### config.mk
export PLATFORM = sky130hd
export DESIGN_NAME = plcf_regs
export DESIGN_NICKNAME = d
export VERILOG_FILES = /design/src/logic/plcf_reset_sync.v /design/src/logic/plcf_sticky_flag.v /design/src/logic/plcf_regs.v
export VERILOG_INCLUDE_DIRS = /design/src /design/src/logic
export SDC_FILE = /design/constraint.sdc
export NUM_CORES = 1
export LEC_CHECK = 0
export BUFFER_PORTS_ARGS = -buffer_cell sky130_fd_sc_hd__buf_2
export CORE_MARGIN = 2
export CORE_UTILIZATION = 61
export CTS_BUF_LIST = sky130_fd_sc_hd__clkbuf_16
export DETAILED_ROUTE_END_ITERATION = 7
export HOLD_SLACK_MARGIN = 0.1
export PLACE_DENSITY = 0.84
export SYNTH_ARGS = -nofsm -noshare
export SYNTH_HDL_FRONTEND = slang
export SYNTH_SLANG_ARGS = --single-unit
### constraint.sdc
create_clock -name core_clk -period 2.15 [get_ports core_clk]
set_clock_uncertainty 0.15 [all_clocks]
set_input_delay 0 -clock core_clk [delete_from_list [all_inputs] [get_ports core_clk]]
set_output_delay 0 -clock core_clk [all_outputs]
set_load 0.1 [all_outputs]
### src/logic/plcf_regs_map.vh
// Purpose: register map, field positions, reset values and frame layout of the
//          front-end control and status register group.
// Assumes: the host reaches every register over the four-wire serial port.
// Notes:   included by its bare name; definitions only.
//
// Function
// - bit 0 of the first control register at 0x04 turns transmit calibration on at 1, is read/write and resets to 0.
// - bit 1 of the first control register turns receive calibration on at 1, is read/write and resets to 0.
// - bit 3 of the first control register picks the filter response, 0 for band A and 1 for bands B, C and D.
// - bit 6 of the first control register is read-only and shows 1 while the transmit path is ready.
// - bit 7 of the first control register is read-only and shows 1 while the receive path is ready.
// - bit 5 of the second control register at 0x05 turns on reporting of the thermal overload flag.
// - bit 6 of the second control register turns on reporting of the current overload flag.
// - writing 101 to bits 4..2 of the reset register at 0x09 returns the enable, second and third control and gain registers to default.
// - the three soft-reset code bits at positions 2, 3 and 4 are write-only and default to zero.
// - bit 5 of the reset register latches on a thermal overload, holds until a written 0 clears it, and reads 0 otherwise.
// - bit 6 of the reset register latches on a current overload, holds until a written 0 clears it, and reads 0 otherwise.
// - the register at 0x0A returns a fixed eight-bit die identifier on every read and is read-only.
// - every one of these registers is programmed and read only through the serial peripheral port.
`ifndef PLCF_REGS_MAP_VH
`define PLCF_REGS_MAP_VH

// register addresses, seven bits wide
`define PLCF_ADDR_W 7
`define PLCF_ADDR_CAL_BAND_READY 7'h04
`define PLCF_ADDR_OVL_FLAG_EN 7'h05
`define PLCF_ADDR_SRST_OVL_FLAGS 7'h09
`define PLCF_ADDR_DIE_IDENTIFIER_BITS 7'h0A

// data width
`define PLCF_DATA_W 8

// first control register fields
`define PLCF_TX_CAL_BIT 0
`define PLCF_RX_CAL_BIT 1
`define PLCF_BAND_SEL_BIT 3
`define PLCF_TX_READY_BIT 6
`define PLCF_RX_READY_BIT 7
`define PLCF_CAL_BAND_RESET 8'h00

// second control register fields
`define PLCF_THERM_EN_BIT 5
`define PLCF_CURR_EN_BIT 6
`define PLCF_OVL_FLAG_EN_RESET 8'h01

// reset register fields
`define PLCF_SRST_LSB 2
`define PLCF_SRST_MSB 4
`define PLCF_SRST_CODE 3'h5
`define PLCF_THERM_FLAG_BIT 5
`define PLCF_CURR_FLAG_BIT 6
`define PLCF_NUM_FLAGS 2

// serial frame: one command byte then one data byte, msb first
`define PLCF_CNT_W 5
`define PLCF_CNT_ZERO 5'h00
`define PLCF_CNT_ONE 5'h01
`define PLCF_CMD_LAST 5'h07
`define PLCF_CMD_DONE 5'h08
`define PLCF_FRAME_LAST 5'h0F
`define PLCF_FRAME_DONE 5'h10
`define PLCF_RW_BIT 7

`endif

### src/logic/plcf_reset_sync.v
// Purpose: release of the active-low reset through two flip-flops.
// Assumes: rst_n may assert at any time; release is taken on core_clk.
// Notes:   assertion is immediate, release is delayed by two edges.
`timescale 1ns/1ps

module plcf_reset_sync (
    input wire core_clk,
    input wire rst_n,
    output wire rst_sync_n
);

// ==========================================================================
// two-stage release
reg stage1_q;
reg stage2_q;

always @(posedge core_clk or negedge rst_n) begin
    if (!rst_n) begin
        stage1_q <= 1'b0;
        stage2_q <= 1'b0;
    end else begin
        stage1_q <= 1'b1;
        stage2_q <= stage1_q;
    end
end

assign rst_sync_n = stage2_q;

endmodule

### src/logic/plcf_sticky_flag.v
// Purpose: one latched overload flag with its reporting enable and write-zero clear.
// Assumes: event is a level synchronous to core_clk.
// Notes:   a set in the same cycle as a clear wins.
`timescale 1ns/1ps

module plcf_sticky_flag (
    input wire core_clk,
    input wire rst_sync_n,
    input wire event_in,
    input wire report_en,
    input wire clear,
    output wire flag
);

// ==========================================================================
// latch
reg flag_q;
reg flag_d;

always @* begin
    flag_d = flag_q;
    if (clear) begin
        flag_d = 1'b0;
    end
    if (event_in && report_en) begin
        flag_d = 1'b1;
    end
end

always @(posedge core_clk or negedge rst_sync_n) begin
    if (!rst_sync_n) begin
        flag_q <= 1'b0;
    end else begin
        flag_q <= flag_d;
    end
end

assign flag = flag_q;

endmodule

### src/logic/plcf_regs.v
// Purpose: control, status, soft-reset and die-identifier registers of the
//          front-end, reached over a four-wire serial port.
// Assumes: serial pins are synchronous to core_clk and sclk is well below
//          half the core rate; mode 0, msb first, 16-bit frames.
// Notes:   soft reset of registers kept outside this group leaves as a pulse.
`timescale 1ns/1ps
`include "plcf_regs_map.vh"

module plcf_regs #(
    parameter [7:0] DIE_IDENTIFIER_BITS_VALUE = 8'h5A // arbitrary neutral value
) (
    input wire core_clk,
    input wire rst_n,
    input wire spi_sclk,
    input wire spi_cs_n,
    input wire spi_mosi,
    output wire spi_miso,
    output wire spi_miso_oe,
    input wire tx_ready,
    input wire rx_ready,
    input wire pa_thermal_overload,
    input wire pa_current_overload,
    output wire tx_cal_en,
    output wire rx_cal_en,
    output wire filter_band_select,
    output wire thermal_flag_en,
    output wire current_flag_en,
    output wire thermal_flag,
    output wire current_flag,
    output wire soft_reset_pulse
);

// ==========================================================================
// address decode helpers
function addr_hit;
    input [`PLCF_ADDR_W-1:0] addr;
    input [`PLCF_ADDR_W-1:0] target;
    begin
        addr_hit = (addr == target);
    end
endfunction

function soft_reset_code_ok;
    input [`PLCF_DATA_W-1:0] data;
    begin
        soft_reset_code_ok = (data[`PLCF_SRST_MSB:`PLCF_SRST_LSB] == `PLCF_SRST_CODE);
    end
endfunction

// ==========================================================================
// reset release
wire rst_sync_n;

plcf_reset_sync u_reset_sync (
    .core_clk(core_clk),
    .rst_n(rst_n),
    .rst_sync_n(rst_sync_n)
);

// ==========================================================================
// serial edge detection
reg sclk_q;
wire sclk_rise;
wire sclk_fall;
wire frame_on;

assign frame_on = ~spi_cs_n;
assign sclk_rise = spi_sclk & ~sclk_q;
assign sclk_fall = ~spi_sclk & sclk_q;

always @(posedge core_clk or negedge rst_sync_n) begin
    if (!rst_sync_n) begin
        sclk_q <= 1'b0;
    end else begin
        sclk_q <= spi_sclk;
    end
end

// ==========================================================================
// register state
reg tx_cal_q;
reg rx_cal_q;
reg band_sel_q;
reg therm_en_q;
reg curr_en_q;
reg soft_reset_pulse_q;
wire [`PLCF_NUM_FLAGS-1:0] flag_vec;

// ==========================================================================
// frame engine
reg [`PLCF_CNT_W-1:0] bit_cnt_q;
reg [`PLCF_DATA_W-1:0] shift_in_q;
reg [`PLCF_DATA_W-1:0] cmd_q;
reg [`PLCF_DATA_W-1:0] rd_shift_q;
reg miso_q;
reg miso_oe_q;
reg wr_commit;
reg rd_load;
wire [`PLCF_DATA_W-1:0] cmd_now;
wire [`PLCF_DATA_W-1:0] data_now;
wire [`PLCF_ADDR_W-1:0] wr_addr;

assign cmd_now = {shift_in_q[`PLCF_DATA_W-2:0], spi_mosi};
assign data_now = {shift_in_q[`PLCF_DATA_W-2:0], spi_mosi};
assign wr_addr = cmd_q[`PLCF_ADDR_W-1:0];

always @* begin
    rd_load = frame_on && sclk_rise && (bit_cnt_q == `PLCF_CMD_LAST)
        && cmd_now[`PLCF_RW_BIT];
    wr_commit = frame_on && sclk_rise && (bit_cnt_q == `PLCF_FRAME_LAST)
        && !cmd_q[`PLCF_RW_BIT];
end

// read data path; live status sampled at the end of the command byte
reg [`PLCF_DATA_W-1:0] rd_data;

always @* begin
    rd_data = {`PLCF_DATA_W{1'b0}};
    if (addr_hit(cmd_now[`PLCF_ADDR_W-1:0], `PLCF_ADDR_CAL_BAND_READY)) begin
        rd_data[`PLCF_TX_CAL_BIT] = tx_cal_q;
        rd_data[`PLCF_RX_CAL_BIT] = rx_cal_q;
        rd_data[`PLCF_BAND_SEL_BIT] = band_sel_q;
        rd_data[`PLCF_TX_READY_BIT] = tx_ready;
        rd_data[`PLCF_RX_READY_BIT] = rx_ready;
    end else if (addr_hit(cmd_now[`PLCF_ADDR_W-1:0], `PLCF_ADDR_OVL_FLAG_EN)) begin
        rd_data = `PLCF_OVL_FLAG_EN_RESET & ~(8'h01 << `PLCF_THERM_EN_BIT)
            & ~(8'h01 << `PLCF_CURR_EN_BIT);
        rd_data[`PLCF_THERM_EN_BIT] = therm_en_q;
        rd_data[`PLCF_CURR_EN_BIT] = curr_en_q;
    end else if (addr_hit(cmd_now[`PLCF_ADDR_W-1:0], `PLCF_ADDR_SRST_OVL_FLAGS)) begin
        // code bits always read zero
        rd_data[`PLCF_THERM_FLAG_BIT] = flag_vec[0];
        rd_data[`PLCF_CURR_FLAG_BIT] = flag_vec[1];
    end else if (addr_hit(cmd_now[`PLCF_ADDR_W-1:0], `PLCF_ADDR_DIE_IDENTIFIER_BITS)) begin
        rd_data = DIE_IDENTIFIER_BITS_VALUE;
    end
end

always @(posedge core_clk or negedge rst_sync_n) begin
    if (!rst_sync_n) begin
        bit_cnt_q <= `PLCF_CNT_ZERO;
        shift_in_q <= {`PLCF_DATA_W{1'b0}};
        cmd_q <= {`PLCF_DATA_W{1'b0}};
        rd_shift_q <= {`PLCF_DATA_W{1'b0}};
        miso_q <= 1'b0;
        miso_oe_q <= 1'b0;
    end else begin
        miso_oe_q <= frame_on;
        if (!frame_on) begin
            // a frame cut short by cs_n leaves no effect
            bit_cnt_q <= `PLCF_CNT_ZERO;
            rd_shift_q <= {`PLCF_DATA_W{1'b0}};
            miso_q <= 1'b0;
        end else begin
            if (sclk_rise && (bit_cnt_q != `PLCF_FRAME_DONE)) begin
                shift_in_q <= data_now;
                bit_cnt_q <= bit_cnt_q + `PLCF_CNT_ONE;
                if (bit_cnt_q == `PLCF_CMD_LAST) begin
                    cmd_q <= cmd_now;
                    rd_shift_q <= rd_load ? rd_data : {`PLCF_DATA_W{1'b0}};
                end
            end
            if (sclk_fall && (bit_cnt_q >= `PLCF_CMD_DONE)
                    && (bit_cnt_q != `PLCF_FRAME_DONE)) begin
                miso_q <= rd_shift_q[`PLCF_DATA_W-1];
                rd_shift_q <= {rd_shift_q[`PLCF_DATA_W-2:0], 1'b0};
            end
        end
    end
end

// ==========================================================================
// write decode
wire wr_cal_band;
wire wr_flag_en;
wire wr_srst;
wire srst_hit;

assign wr_cal_band = wr_commit && addr_hit(wr_addr, `PLCF_ADDR_CAL_BAND_READY);
assign wr_flag_en = wr_commit && addr_hit(wr_addr, `PLCF_ADDR_OVL_FLAG_EN);
assign wr_srst = wr_commit && addr_hit(wr_addr, `PLCF_ADDR_SRST_OVL_FLAGS);
assign srst_hit = wr_srst && soft_reset_code_ok(data_now);

// ==========================================================================
// first control register
localparam [`PLCF_DATA_W-1:0] CAL_BAND_RST = `PLCF_CAL_BAND_RESET;

always @(posedge core_clk or negedge rst_sync_n) begin
    if (!rst_sync_n) begin
        tx_cal_q <= CAL_BAND_RST[`PLCF_TX_CAL_BIT];
        rx_cal_q <= CAL_BAND_RST[`PLCF_RX_CAL_BIT];
        band_sel_q <= CAL_BAND_RST[`PLCF_BAND_SEL_BIT];
    end else if (wr_cal_band) begin
        // ready bits and reserved bits are not stored
        tx_cal_q <= data_now[`PLCF_TX_CAL_BIT];
        rx_cal_q <= data_now[`PLCF_RX_CAL_BIT];
        band_sel_q <= data_now[`PLCF_BAND_SEL_BIT];
    end
end

// ==========================================================================
// second control register
// soft-reset value of the second control register
wire [`PLCF_DATA_W-1:0] flag_en_rst;

assign flag_en_rst = `PLCF_OVL_FLAG_EN_RESET;

always @(posedge core_clk or negedge rst_sync_n) begin
    if (!rst_sync_n) begin
        therm_en_q <= 1'b0;
        curr_en_q <= 1'b0;
    end else if (srst_hit) begin
        therm_en_q <= flag_en_rst[`PLCF_THERM_EN_BIT];
        curr_en_q <= flag_en_rst[`PLCF_CURR_EN_BIT];
    end else if (wr_flag_en) begin
        therm_en_q <= data_now[`PLCF_THERM_EN_BIT];
        curr_en_q <= data_now[`PLCF_CURR_EN_BIT];
    end
end

// ==========================================================================
// reset register: soft-reset pulse and latched overload flags
always @(posedge core_clk or negedge rst_sync_n) begin
    if (!rst_sync_n) begin
        soft_reset_pulse_q <= 1'b0;
    end else begin
        soft_reset_pulse_q <= srst_hit;
    end
end

wire [`PLCF_NUM_FLAGS-1:0] flag_event;
wire [`PLCF_NUM_FLAGS-1:0] flag_report_en;
wire [`PLCF_NUM_FLAGS-1:0] flag_clear;

assign flag_event = {pa_current_overload, pa_thermal_overload};
assign flag_report_en = {curr_en_q, therm_en_q};
assign flag_clear = {wr_srst && !data_now[`PLCF_CURR_FLAG_BIT],
                     wr_srst && !data_now[`PLCF_THERM_FLAG_BIT]};

genvar gi;
generate
    for (gi = 0; gi < `PLCF_NUM_FLAGS; gi = gi + 1) begin : g_flag
        plcf_sticky_flag u_flag (
            .core_clk(core_clk),
            .rst_sync_n(rst_sync_n),
            .event_in(flag_event[gi]),
            .report_en(flag_report_en[gi]),
            .clear(flag_clear[gi]),
            .flag(flag_vec[gi])
        );
    end
endgenerate

// ==========================================================================
// outputs
assign spi_miso = miso_q;
assign spi_miso_oe = miso_oe_q;
assign tx_cal_en = tx_cal_q;
assign rx_cal_en = rx_cal_q;
assign filter_band_select = band_sel_q;
assign thermal_flag_en = therm_en_q;
assign current_flag_en = curr_en_q;
assign thermal_flag = flag_vec[0];
assign current_flag = flag_vec[1];
assign soft_reset_pulse = soft_reset_pulse_q;

endmodule

==> results of run 1 <==
[synthesized netlist by cell type (all sizes together), types with 2 or more instances]
| cell type | number | share of area |
|---|---|---|
| inv | 9 | 0.017 |
| and3b | 3 | 0.014 |
| nand3b | 3 | 0.012 |
| nand2b | 3 | 0.0097 |
| nor3 | 3 | 0.013 |
| mux2 | 17 | 0.10 |
| nor2 | 11 | 0.023 |
| nand4bb | 2 | 0.012 |
| nand3 | 3 | 0.0077 |
| nand2 | 10 | 0.019 |
| ha | 3 | 0.019 |
| nor2b | 4 | 0.013 |
| o21ai | 7 | 0.018 |
| clkbuf | 2 | 0.0039 |
| or4b | 2 | 0.012 |
| o2bb2ai | 2 | 0.0090 |
| or3 | 2 | 0.0064 |
| xnor2 | 2 | 0.0090 |
| a21oi | 3 | 0.0077 |
| a22oi | 5 | 0.019 |
| a221oi | 4 | 0.018 |
| dfrtp | 41 | 0.53 |
| nor3b | 3 | 0.014 |
| nand4 | 3 | 0.0097 |
[cell usage in the layout, fill, tap and decap left out, types with 2 or more instances in the layout]
cell type / count
and3b_1: 3
nand3_1: 2
clkbuf_16: 5
o21ai_0: 6
inv_1: 9
a22oi_1: 5
a221oi_1: 3
dlygate4sd3_1: 9
dfrtp_1: 41
buf_4: 19
nor2b_1: 4
nor2_2: 2
or3_1: 2
xnor2_1: 2
nand4bb_1: 2
nor3b_2: 2
nand3b_1: 3
a21oi_1: 3
nand2_1: 10
mux2_4: 3
nor2_1: 9
mux2_2: 14
buf_2: 18
nand4_1: 3
nand2b_1: 3
[power groups by stage]
stage / combinational, mW / sequential [mW] / clock, mW
3_3_place_gp: 0.231 / 0.918 / 0
2_1_floorplan: 0.142 / 0.926 / 0
3_5_place_dp: 0.241 / 0.925 / 0
6_report: 0.279 / 0.922 / 0.690
5_1_grt: 0.303 / 0.931 / 0.736
4_1_cts: 0.260 / 0.911 / 0.695
[worst max-delay path by stage]
stage | to | slack (ns) | depth (start not counted)
after CTS | tx_cal_en | -0.16 | 7
after detailed placement | tx_cal_en | -0.12 | 7
final | tx_cal_en | -0.17 | 7
after floorplan | tx_cal_en | -0.1 | 7
after global routing | tx_cal_en | -0.24 | 7
after global placement | tx_cal_en | -0.11 | 7
[layout make-up]
type	instances	area, µm²	area share
inverters	9	33.8	0.0135
clock inverters	2	11.3	0.00450
clock buffers	5	125	0.0500
multi-input cells	111	930	0.371
flip-flops and latches	41	1030	0.410
well taps	44	55.1	0.0220
repair buffers	46	323	0.129
[cells by family (layout without fill, tap and decap cells)]
logic type	count (synthesis)	count (layout)	share of synthesized area
and+or+nand+nor	59	59	0.204
DFF	41	41	0.528
adders and majority gates	3	3	0.0193
muxes	18	18	0.109
AOI/OAI and AO/OA	27	27	0.0972
buffers and inverters	12	62	0.0270
other	1	1	0.00193
xor gates and xnor gates	3	3	0.0135
[per-stage QoR]
stage	utilization	power [mW]
final	0.820	1.89
after global routing	0.820	1.97
after CTS	0.802	1.87
after detailed placement	0.718	1.17
after global placement	0.718	1.15
after floorplan	-	1.07
[routing by layer]
layer  global-route usage  wire [µm]  vias up
li1                     -          -      700
met4               0.0652         78        0
met1                0.350       1870      738
met3               0.0661        217       10
met5                    0          0        -
met2                0.500       2430       63
[registers in the layout, indices dropped and copies added, names as in the netlist]
| register | flops |
|---|---|
| spi_miso_oe | 1 |
| u_reset_sync.rst_sync_n | 1 |
| u_reset_sync.stage1_q | 1 |
| spi_miso | 1 |
| rd_shift_q | 8 |
| soft_reset_pulse | 1 |
| shift_in_q | 7 |
| cmd_q | 8 |
| sclk_q | 1 |
| rx_cal_en | 1 |
| filter_band_select | 1 |
| current_flag_en | 1 |
| bit_cnt_q | 5 |
| thermal_flag_en | 1 |
| tx_cal_en | 1 |
| g_flag.u_flag.flag | 2 |
[timing repair]
item                       in CTS  in global routing
buffers inserted                1                  4
gates resized for setup         4                  8
pin swaps                       0                  3
hold endpoints to repair       26                  0
hold buffers                    9                  0
setup endpoints to repair       3                 10
==> reports/results.ini, run 1 <==
[outcome]
status=finished, violations left
violations=setup timing

[layout]
area_delta_synth_final_pct=28.8
nNetsFinal=226
fillers=157
layout.cells.non_filler=258
layout-drive-gt1-share=0.364
final_cell_area_um2=2500
n_antenna_cell=0

[power_and_ir_drop]
p_sw_mw=0.503
peakVddDrop_mv=0.663
power_density_nw_per_um2=755
internal_power_mw=1.39
p_comb_frac=0.148
leakagePower_nw=1.17
pwr-share-seq=0.488
p_sw_frac=0.266
p_clk_frac=0.365

[routing]
wl_um=4590
drcViolationCount=0
vias=1511
wl_per_cell_um=17.8
ant_nets=0
vias_per_cell=5.86
drt_first_pass_iters=4
drt_first_iter_violations=78

[yosys]
syn_avg_cell_area_um2=11.9
yosys_register_bits=41
synthesis.area_um2=1940
syn-num-nets=176
synth_edf_count=0
ys_seq_area_frac=0.528
yosysWarnings=0
ys_types=46
syn_inst=164
synth-async-reset-ratio=1.00
yosys_most_used_dff=dfrtp_1

[global_routing]
overflow=0
grt_max_degree=40
antenna_found_initial=0
grt_use_total=0.281
grt_pass1_vias=1497
grt_pass1_wl_um=7440

[timing]
setup_tns_ns=-0.500
final_max_slew_viol_count=0
fin_ws_ns=-0.172
hold_ws_ns=0.155
hold_violations=0
period_share=1.08
setup_viol=3
timing.fmax_mhz=431
fin_crit_ns=2.32
rsz0062_at_grt=true

[placed_design]
gp_congestion=0.846
place_inst=239
port_buffers=18
dp_hpwl_um=2840
postPlaceCellArea_um2=2190
pre_cts_ws_ns=-0.123

[critical_path]
cp.required_ns=2.16
crit_path_cell_trace=ha_2 -> and3_4 -> ha_4 -> nor4b_4 -> nand3_2 -> or4b_4 -> mux2_4
critPathMaxFanout=3
cp_top_family=simple AND/OR/NAND/NOR gates
startpoint=bit_cnt_q[0]
r2r_cells=7
reg2reg_to=tx_cal_en
arrival_ns=2.33
r2r_slack_ns=-0.17
slowest_stage=or4b_4
critical_path_buf_inv_count=0
max_stage_delay_ns=0.54
endpoint_kind=register
crit_type=register to register
cp-start-kind=register
rr_startpoint=bit_cnt_q[0]

[die]
die_area_um2=3650
die_h_um=60.5
row_count=20
start_util=0.637
die_x_um=60.5
core_area_um2=3050
io_pins=19

[flow_run]
maxCapViolations=0

[clock_network]
h-tree-depth=2
numCtsBuffers=5
cts.path.max_buffers=2
cts-root-buf=clkbuf_16
clock_latency_ns=0.28
cts.clk_slew.worst_paths_ns=0.06
cts_tree=yes
cts.sinks=41

[min_path]
holdCritPathClass=register to async pin

No activity file was read; power rests on OpenSTA's default activity.
==> run 2: changes to the inputs <==
--- a/config.mk
+++ b/config.mk
@@ -7,12 +7,15 @@
 export NUM_CORES = 1
 export LEC_CHECK = 0
 export BUFFER_PORTS_ARGS = -buffer_cell sky130_fd_sc_hd__buf_2
+export CELL_PAD_IN_SITES_DETAIL_PLACEMENT = 1
+export CELL_PAD_IN_SITES_GLOBAL_PLACEMENT = 1
 export CORE_MARGIN = 2
-export CORE_UTILIZATION = 61
+export CORE_UTILIZATION = 50
 export CTS_BUF_LIST = sky130_fd_sc_hd__clkbuf_16
 export DETAILED_ROUTE_END_ITERATION = 7
 export HOLD_SLACK_MARGIN = 0.1
-export PLACE_DENSITY = 0.84
+export PLACE_DENSITY = 0.85
+export SKIP_CTS_REPAIR_TIMING = 1
 export SYNTH_ARGS = -nofsm -noshare
 export SYNTH_HDL_FRONTEND = slang
 export SYNTH_SLANG_ARGS = --single-unit
==> run 2 against run 1 <==
The run still ends with setup timing left. Global-route usage up 0.46 points. Fmax down 6.7%. Die area up 20%. Sequential power about the same. Flip-flop and latch count unchanged. Final cell count up 3.1%. Worst hold slack better by 0.015 ns. First-iteration DRC count up 28%. Largest cell class unchanged.
==> reports/results.ini, run 2 (synthesis gave the netlist of run 1 again) <==
[outcome]
status=finished, violations left
violations=setup timing

[routing]
drcViolationCount=0  ; unchanged
wl_um=7260  ; +58%
vias_per_cell=6.24  ; +6.6%
vias=1660  ; +9.9%
wl_per_cell_um=27.3  ; +53%
ant_nets=0  ; unchanged
drt_first_pass_iters=4  ; unchanged
drt_first_iter_violations=100  ; +28%

[layout]
most-common-layout-cells=dfrtp_1 (41), buf_4 (20), buf_2 (18), mux2_2 (14)
final_util=0.714  ; -0.106
final_common_cell=dfrtp_1
n_antenna_cell=0  ; unchanged
top_regs=cmd_q x8, rd_shift_q x8, shift_in_q x7
area_delta_synth_final_pct=35.4
layout-drive-gt1-share=0.417  ; +0.0529
nNetsFinal=229  ; +1.3%

[timing]
max-slew-margin-rel=0.656
rsz0062_at_grt=true
fin_crit_ns=2.49  ; +0.167 ns
worst_slew_pin_slew_ns=0.516
timing.fmax_mhz=402  ; -6.7%
hold_violations=0  ; unchanged
period_share=1.16  ; +0.0776
setup_viol=3  ; unchanged
fin_ws_ns=-0.338  ; -0.167 ns
final_max_slew_viol_count=0  ; unchanged

[min_path]
holdCritPathClass=register to async pin

[clock_network]
h-tree-depth=2  ; unchanged
numCtsBuffers=5  ; unchanged
cts-root-buf=clkbuf_16
cts.sinks=41  ; unchanged
cts.clk_slew.worst_paths_ns=0.06  ; about the same
cts_tree=yes
clock_latency_ns=0.29  ; about the same
cts.path.max_buffers=2  ; unchanged

[global_routing]
grt_max_degree=40  ; unchanged
grt_pass1_wl_um=9050  ; +22%
overflow=0  ; unchanged
use_met3=0.0750  ; +0.00886
busiest_layer=met2
grt_use_total=0.286  ; +0.00460
grt_pass1_vias=1647  ; +10%
met1_usage=0.352  ; +0.00211
use_met2=0.474  ; -0.0262
antenna_found_initial=0  ; unchanged

[flow_run]
maxCapViolations=0  ; unchanged

[die]
core_area_um2=3690  ; +21%
io_pins=19  ; unchanged
die_x_um=66.4  ; +9.8%
row_count=22  ; +10%
start_util=0.527  ; -0.110
die_area_um2=4400  ; +20%
die_h_um=66.4  ; +9.8%

[critical_path]
cp.required_ns=2.18  ; +0.02 ns
endpoint_kind=register
critPathMaxFanout=3  ; unchanged
cp-start-kind=register
crit_type=register to register
arrival_ns=2.51  ; +0.18 ns

[power_and_ir_drop]
peakVddDrop_mv=0.663  ; about the same
power_mw=1.99  ; +5.2%
leakagePower_nw=1.20  ; +3.0%
power_density_nw_per_um2=756  ; about the same

[placed_design]
port_buffers=18  ; unchanged
gp_congestion=0.837  ; -1.1%
pre_cts_ws_ns=-0.210  ; -0.0870 ns
dp_hpwl_um=3430  ; +21%

run 2: cell types whose count changed in the layout (fill, tap and decap cells not counted), moves of 2 or more:
cell      delta
a221oi_1     -2
a22oi_1      -3
a22oi_2      +3
buf_6        +2
clkinv_2     +2
run 2: final cells by class:
cell class	count	area, µm²
well taps	48	60.1
clock buffers	5	125
clock inverters	3	13.8
fillers	357	1060
inverters	9	33.8
repair buffers	49	353
flip-flops and latches	41	1030
multi-input cells	111	1020
run 2: worst max-delay path, stage by stage, from the launching register on:
cell	delay [ns]
dfrtp_1	0.37
ha_2	0.19
and3_4	0.20
ha_4	0.13
nor4b_4	0.26
nand3_2	0.15
or4b_4	0.61
mux2_4	0.32
run 2: path summary, 6_finish.rpt:
path                                    startpoint                      end  slack, ns  cells after the start
max                                   bit_cnt_q[0]                rx_cal_en      -0.34                      7
min                        u_reset_sync.rst_sync_n            shift_in_q[4]       0.17                      1
max reg2reg                           bit_cnt_q[0]                rx_cal_en      -0.34                      7
min reg2reg                u_reset_sync.rst_sync_n            shift_in_q[4]       0.17                      1
max in group asynchronous                    rst_n    u_reset_sync.stage1_q       1.24                      3
min in group core_clk        u_reset_sync.stage1_q  u_reset_sync.rst_sync_n       0.20                      0
run 2: through the flow:
| step | std cells | hold slack, ns | TNS [ns] | instance area, µm² |
|---|---|---|---|---|
| CTS | 252 | -0.662 | -1.19 | 2340 |
| finish | 266 | 0.170 | -0.995 | 2630 |
| floorplan | 164 | -0.446 | -0.292 | 1950 |
| global route | 266 | 0.217 | -1.26 | 2630 |
| detailed placement | 244 | -0.359 | -0.625 | 2210 |
| global placement | 244 | -0.365 | -0.354 | 2210 |
run 2: metal layers:
layer / vias to the layer above / part of all wire
met1: 850 / 0.38
met3: 30 / 0.060
met5: - / 0
li1: 704 / -
met4: 0 / 0.045
met2: 76 / 0.51
run 2: power breakdown:
| group | switching (mW) | internal (mW) |
|---|---|---|
| Sequential | 0.0858 | 0.837 |
| Clock | 0.315 | 0.422 |
| Combinational | 0.187 | 0.143 |
==> run 3: changes to the inputs <==
--- a/config.mk
+++ b/config.mk
@@ -10,11 +10,12 @@
 export CELL_PAD_IN_SITES_DETAIL_PLACEMENT = 1
 export CELL_PAD_IN_SITES_GLOBAL_PLACEMENT = 1
 export CORE_MARGIN = 2
-export CORE_UTILIZATION = 50
+export CORE_UTILIZATION = 47
 export CTS_BUF_LIST = sky130_fd_sc_hd__clkbuf_16
 export DETAILED_ROUTE_END_ITERATION = 7
 export HOLD_SLACK_MARGIN = 0.1
-export PLACE_DENSITY = 0.85
+export PLACE_DENSITY = 0.8
+export REMOVE_ABC_BUFFERS = 1
 export SKIP_CTS_REPAIR_TIMING = 1
 export SYNTH_ARGS = -nofsm -noshare
 export SYNTH_HDL_FRONTEND = slang
==> constraint.sdc (replaced) <==
create_clock -name core_clk -period 2.3 [get_ports core_clk]
set_clock_uncertainty 0.15 [all_clocks]
set_input_delay 0 -clock core_clk [delete_from_list [all_inputs] [get_ports core_clk]]
set_output_delay 0 -clock core_clk [all_outputs]
set_load 0.1 [all_outputs]
==> run 3 against run 2 <==
Critical endpoint is now filter_band_select. Setup slack gained 0.21 ns. Combinational power shrank 33%. Fmax grew 2.3%. Final cell count shrank 3.0%. Sequential share of layout area grew 2.6 points. Clock power grew 23%. Sequential power shrank 5.2%. The flow still finishes with violations (setup timing). Critical path depth is the same. Worst hold slack lost 0.010 ns. Highest routed layer unchanged. Largest power group is now the clock network.
==> reports/results.ini, run 3 (synthesis gave the netlist of run 1 again) <==
[layout]
n_antenna_cell=0  ; unchanged
top_regs=cmd_q x8, rd_shift_q x8, shift_in_q x7
layout.cells.non_filler=258  ; -3.0%
area_delta_synth_final_pct=27.0
nNetsFinal=219  ; -4.4%
final_common_cell=dfrtp_1
fillers=420  ; +18%
most-common-layout-cells=dfrtp_1 (41), buf_2 (18), mux2_2 (14), buf_4 (12)
layout-drive-gt1-share=0.322  ; -0.0953

[global_routing]
grt_max_degree=40  ; unchanged
grt_use_total=0.239  ; -0.0470
grt_pass1_wl_um=7820  ; -14%
overflow=0  ; unchanged
antenna_found_initial=0  ; unchanged
grt_pass1_vias=1549  ; -6.0%

[placed_design]
dp_hpwl_um=3410  ; -0.64%
place_inst=238  ; -2.5%
port_buffers=18  ; unchanged
gp_congestion=0.894  ; +6.7%

[critical_path]
r2r_slack_ns=-0.13  ; +0.21 ns
rr_startpoint=bit_cnt_q[1]
critPathMaxFanout=4  ; +1
crit_type=register to register
crit_path_cell_trace=ha_2 -> and3_4 -> ha_4 -> nor4b_4 -> nand3_1 -> or4b_4 -> mux2_4
cp.required_ns=2.32  ; +0.14 ns
max_stage_delay_ns=0.55  ; -0.06 ns
startpoint=bit_cnt_q[1]
endpoint_kind=register
arrival_ns=2.46  ; -0.05 ns
slowest_stage=or4b_4
cp-start-kind=register

[power_and_ir_drop]
peakVddDrop_mv=0.596  ; -10%
p_sw_mw=0.490  ; -17%
p_comb_frac=0.110  ; -0.056
leakagePower_nw=1.14  ; -5.6%
p_clk_frac=0.452  ; +0.082
power_density_nw_per_um2=809  ; +7.1%
pwr-share-seq=0.438  ; -0.026
power_mw=2.00  ; +0.40%
internal_power_mw=1.51  ; +7.5%
p_sw_frac=0.245  ; -0.0497

[die]
row_count=23  ; +4.5%
die_h_um=68.3  ; +3.0%
start_util=0.486  ; -0.0411
io_pins=19  ; unchanged
die_area_um2=4670  ; +6.0%
core_area_um2=4000  ; +8.4%
die_x_um=68.3  ; +3.0%

[clock_network]
numCtsBuffers=5  ; unchanged
cts.path.max_buffers=2  ; unchanged
clock_latency_ns=0.29  ; about the same
cts-root-buf=clkbuf_16
cts.clk_slew.worst_paths_ns=0.06  ; about the same
cts.sinks=41  ; unchanged
cts_tree=yes
h-tree-depth=2  ; unchanged

[timing]
rsz0062_at_grt=true
max-slew-margin-rel=0.658  ; +0.00257
setup_viol=3  ; unchanged
fin_ws_ns=-0.132  ; +0.206 ns
hold_violations=0  ; unchanged
worst_slew_pin_slew_ns=0.513  ; -0.00385 ns
final_max_slew_viol_count=0  ; unchanged
timing.fmax_mhz=411  ; +2.3%
period_share=1.06  ; -0.0998
fin_crit_ns=2.43  ; -0.0559 ns

[routing]
wl_um=5400  ; -26%
drt_first_pass_iters=4  ; unchanged
vias_per_cell=5.85  ; -6.2%
vias=1510  ; -9.0%
drcViolationCount=0  ; unchanged
ant_nets=0  ; unchanged
wl_per_cell_um=20.9  ; -23%
drt_first_iter_violations=59  ; -41%

[outcome]
violations=setup timing
status=finished, violations left

[flow_run]
maxCapViolations=0  ; unchanged

[min_path]
holdCritPathClass=register to async pin

## run 3: cell types whose count changed in the layout (fill, tap and decap cells not counted), sizes merged
cell,previous run,this run
buf,40,30
clkinv,2,1
inv,10,9
bufinv,0,2
## run 3: layout make-up
type	count	area [µm²]	area share
inverter	9	33.8	0.0137
sequential	41	1030	0.416
clock inverter	3	65.1	0.0264
clock buffer	5	125	0.0507
tap	50	62.6	0.0253
multi-input combinational	111	886	0.359
timing repair buffer	39	270	0.109
## run 3: through the flow
stage,hold slack (ns),TNS (ns),util,worst slack (ns),cell area (µm²)
floorplan,-0.446,0,-,0.0134,1930
global placement,-0.365,-0.0447,0.536,-0.0149,2150
detailed placement,-0.361,-0.352,0.536,-0.125,2150
CTS,-0.665,-0.384,0.584,-0.138,2340
global route,0.229,-0.631,0.617,-0.201,2470
finish,0.159,-0.375,0.617,-0.132,2470
## run 3: final timing paths
check | cells after the start | end
setup / recovery | 7 | filter_band_select
setup reg to reg | 7 | filter_band_select
hold reg to reg | 1 | spi_miso_oe
min in group core_clk | 0 | u_reset_sync.rst_sync_n
hold / removal | 1 | spi_miso_oe
max in group asynchronous | 3 | u_reset_sync.rst_sync_n
## run 3: power by group through the flow
stage / registers (mW) / logic, mW / clock network (mW)
floorplan: 0.866 / 0.127 / 0
global placement: 0.876 / 0.189 / 0
detailed placement: 0.889 / 0.200 / 0
CTS: 0.877 / 0.205 / 0.907
global route: 0.887 / 0.238 / 0.940
finish: 0.875 / 0.220 / 0.902
## run 3: critical path, delay by kind of cell (launching register included)
kind,cells,cell delay [ns]
fa+ha+maj,2,0.34
simple gates,4,1.11
mux,1,0.32
flops,1,0.40
## run 3: per-layer routing
metal  track usage  up-vias  part of all wire
met1         0.278      774              0.41
met5             0        -                 0
li1              -      685                 -
met3        0.0592       17             0.034
met2         0.420       34              0.52
met4        0.0925        0             0.030
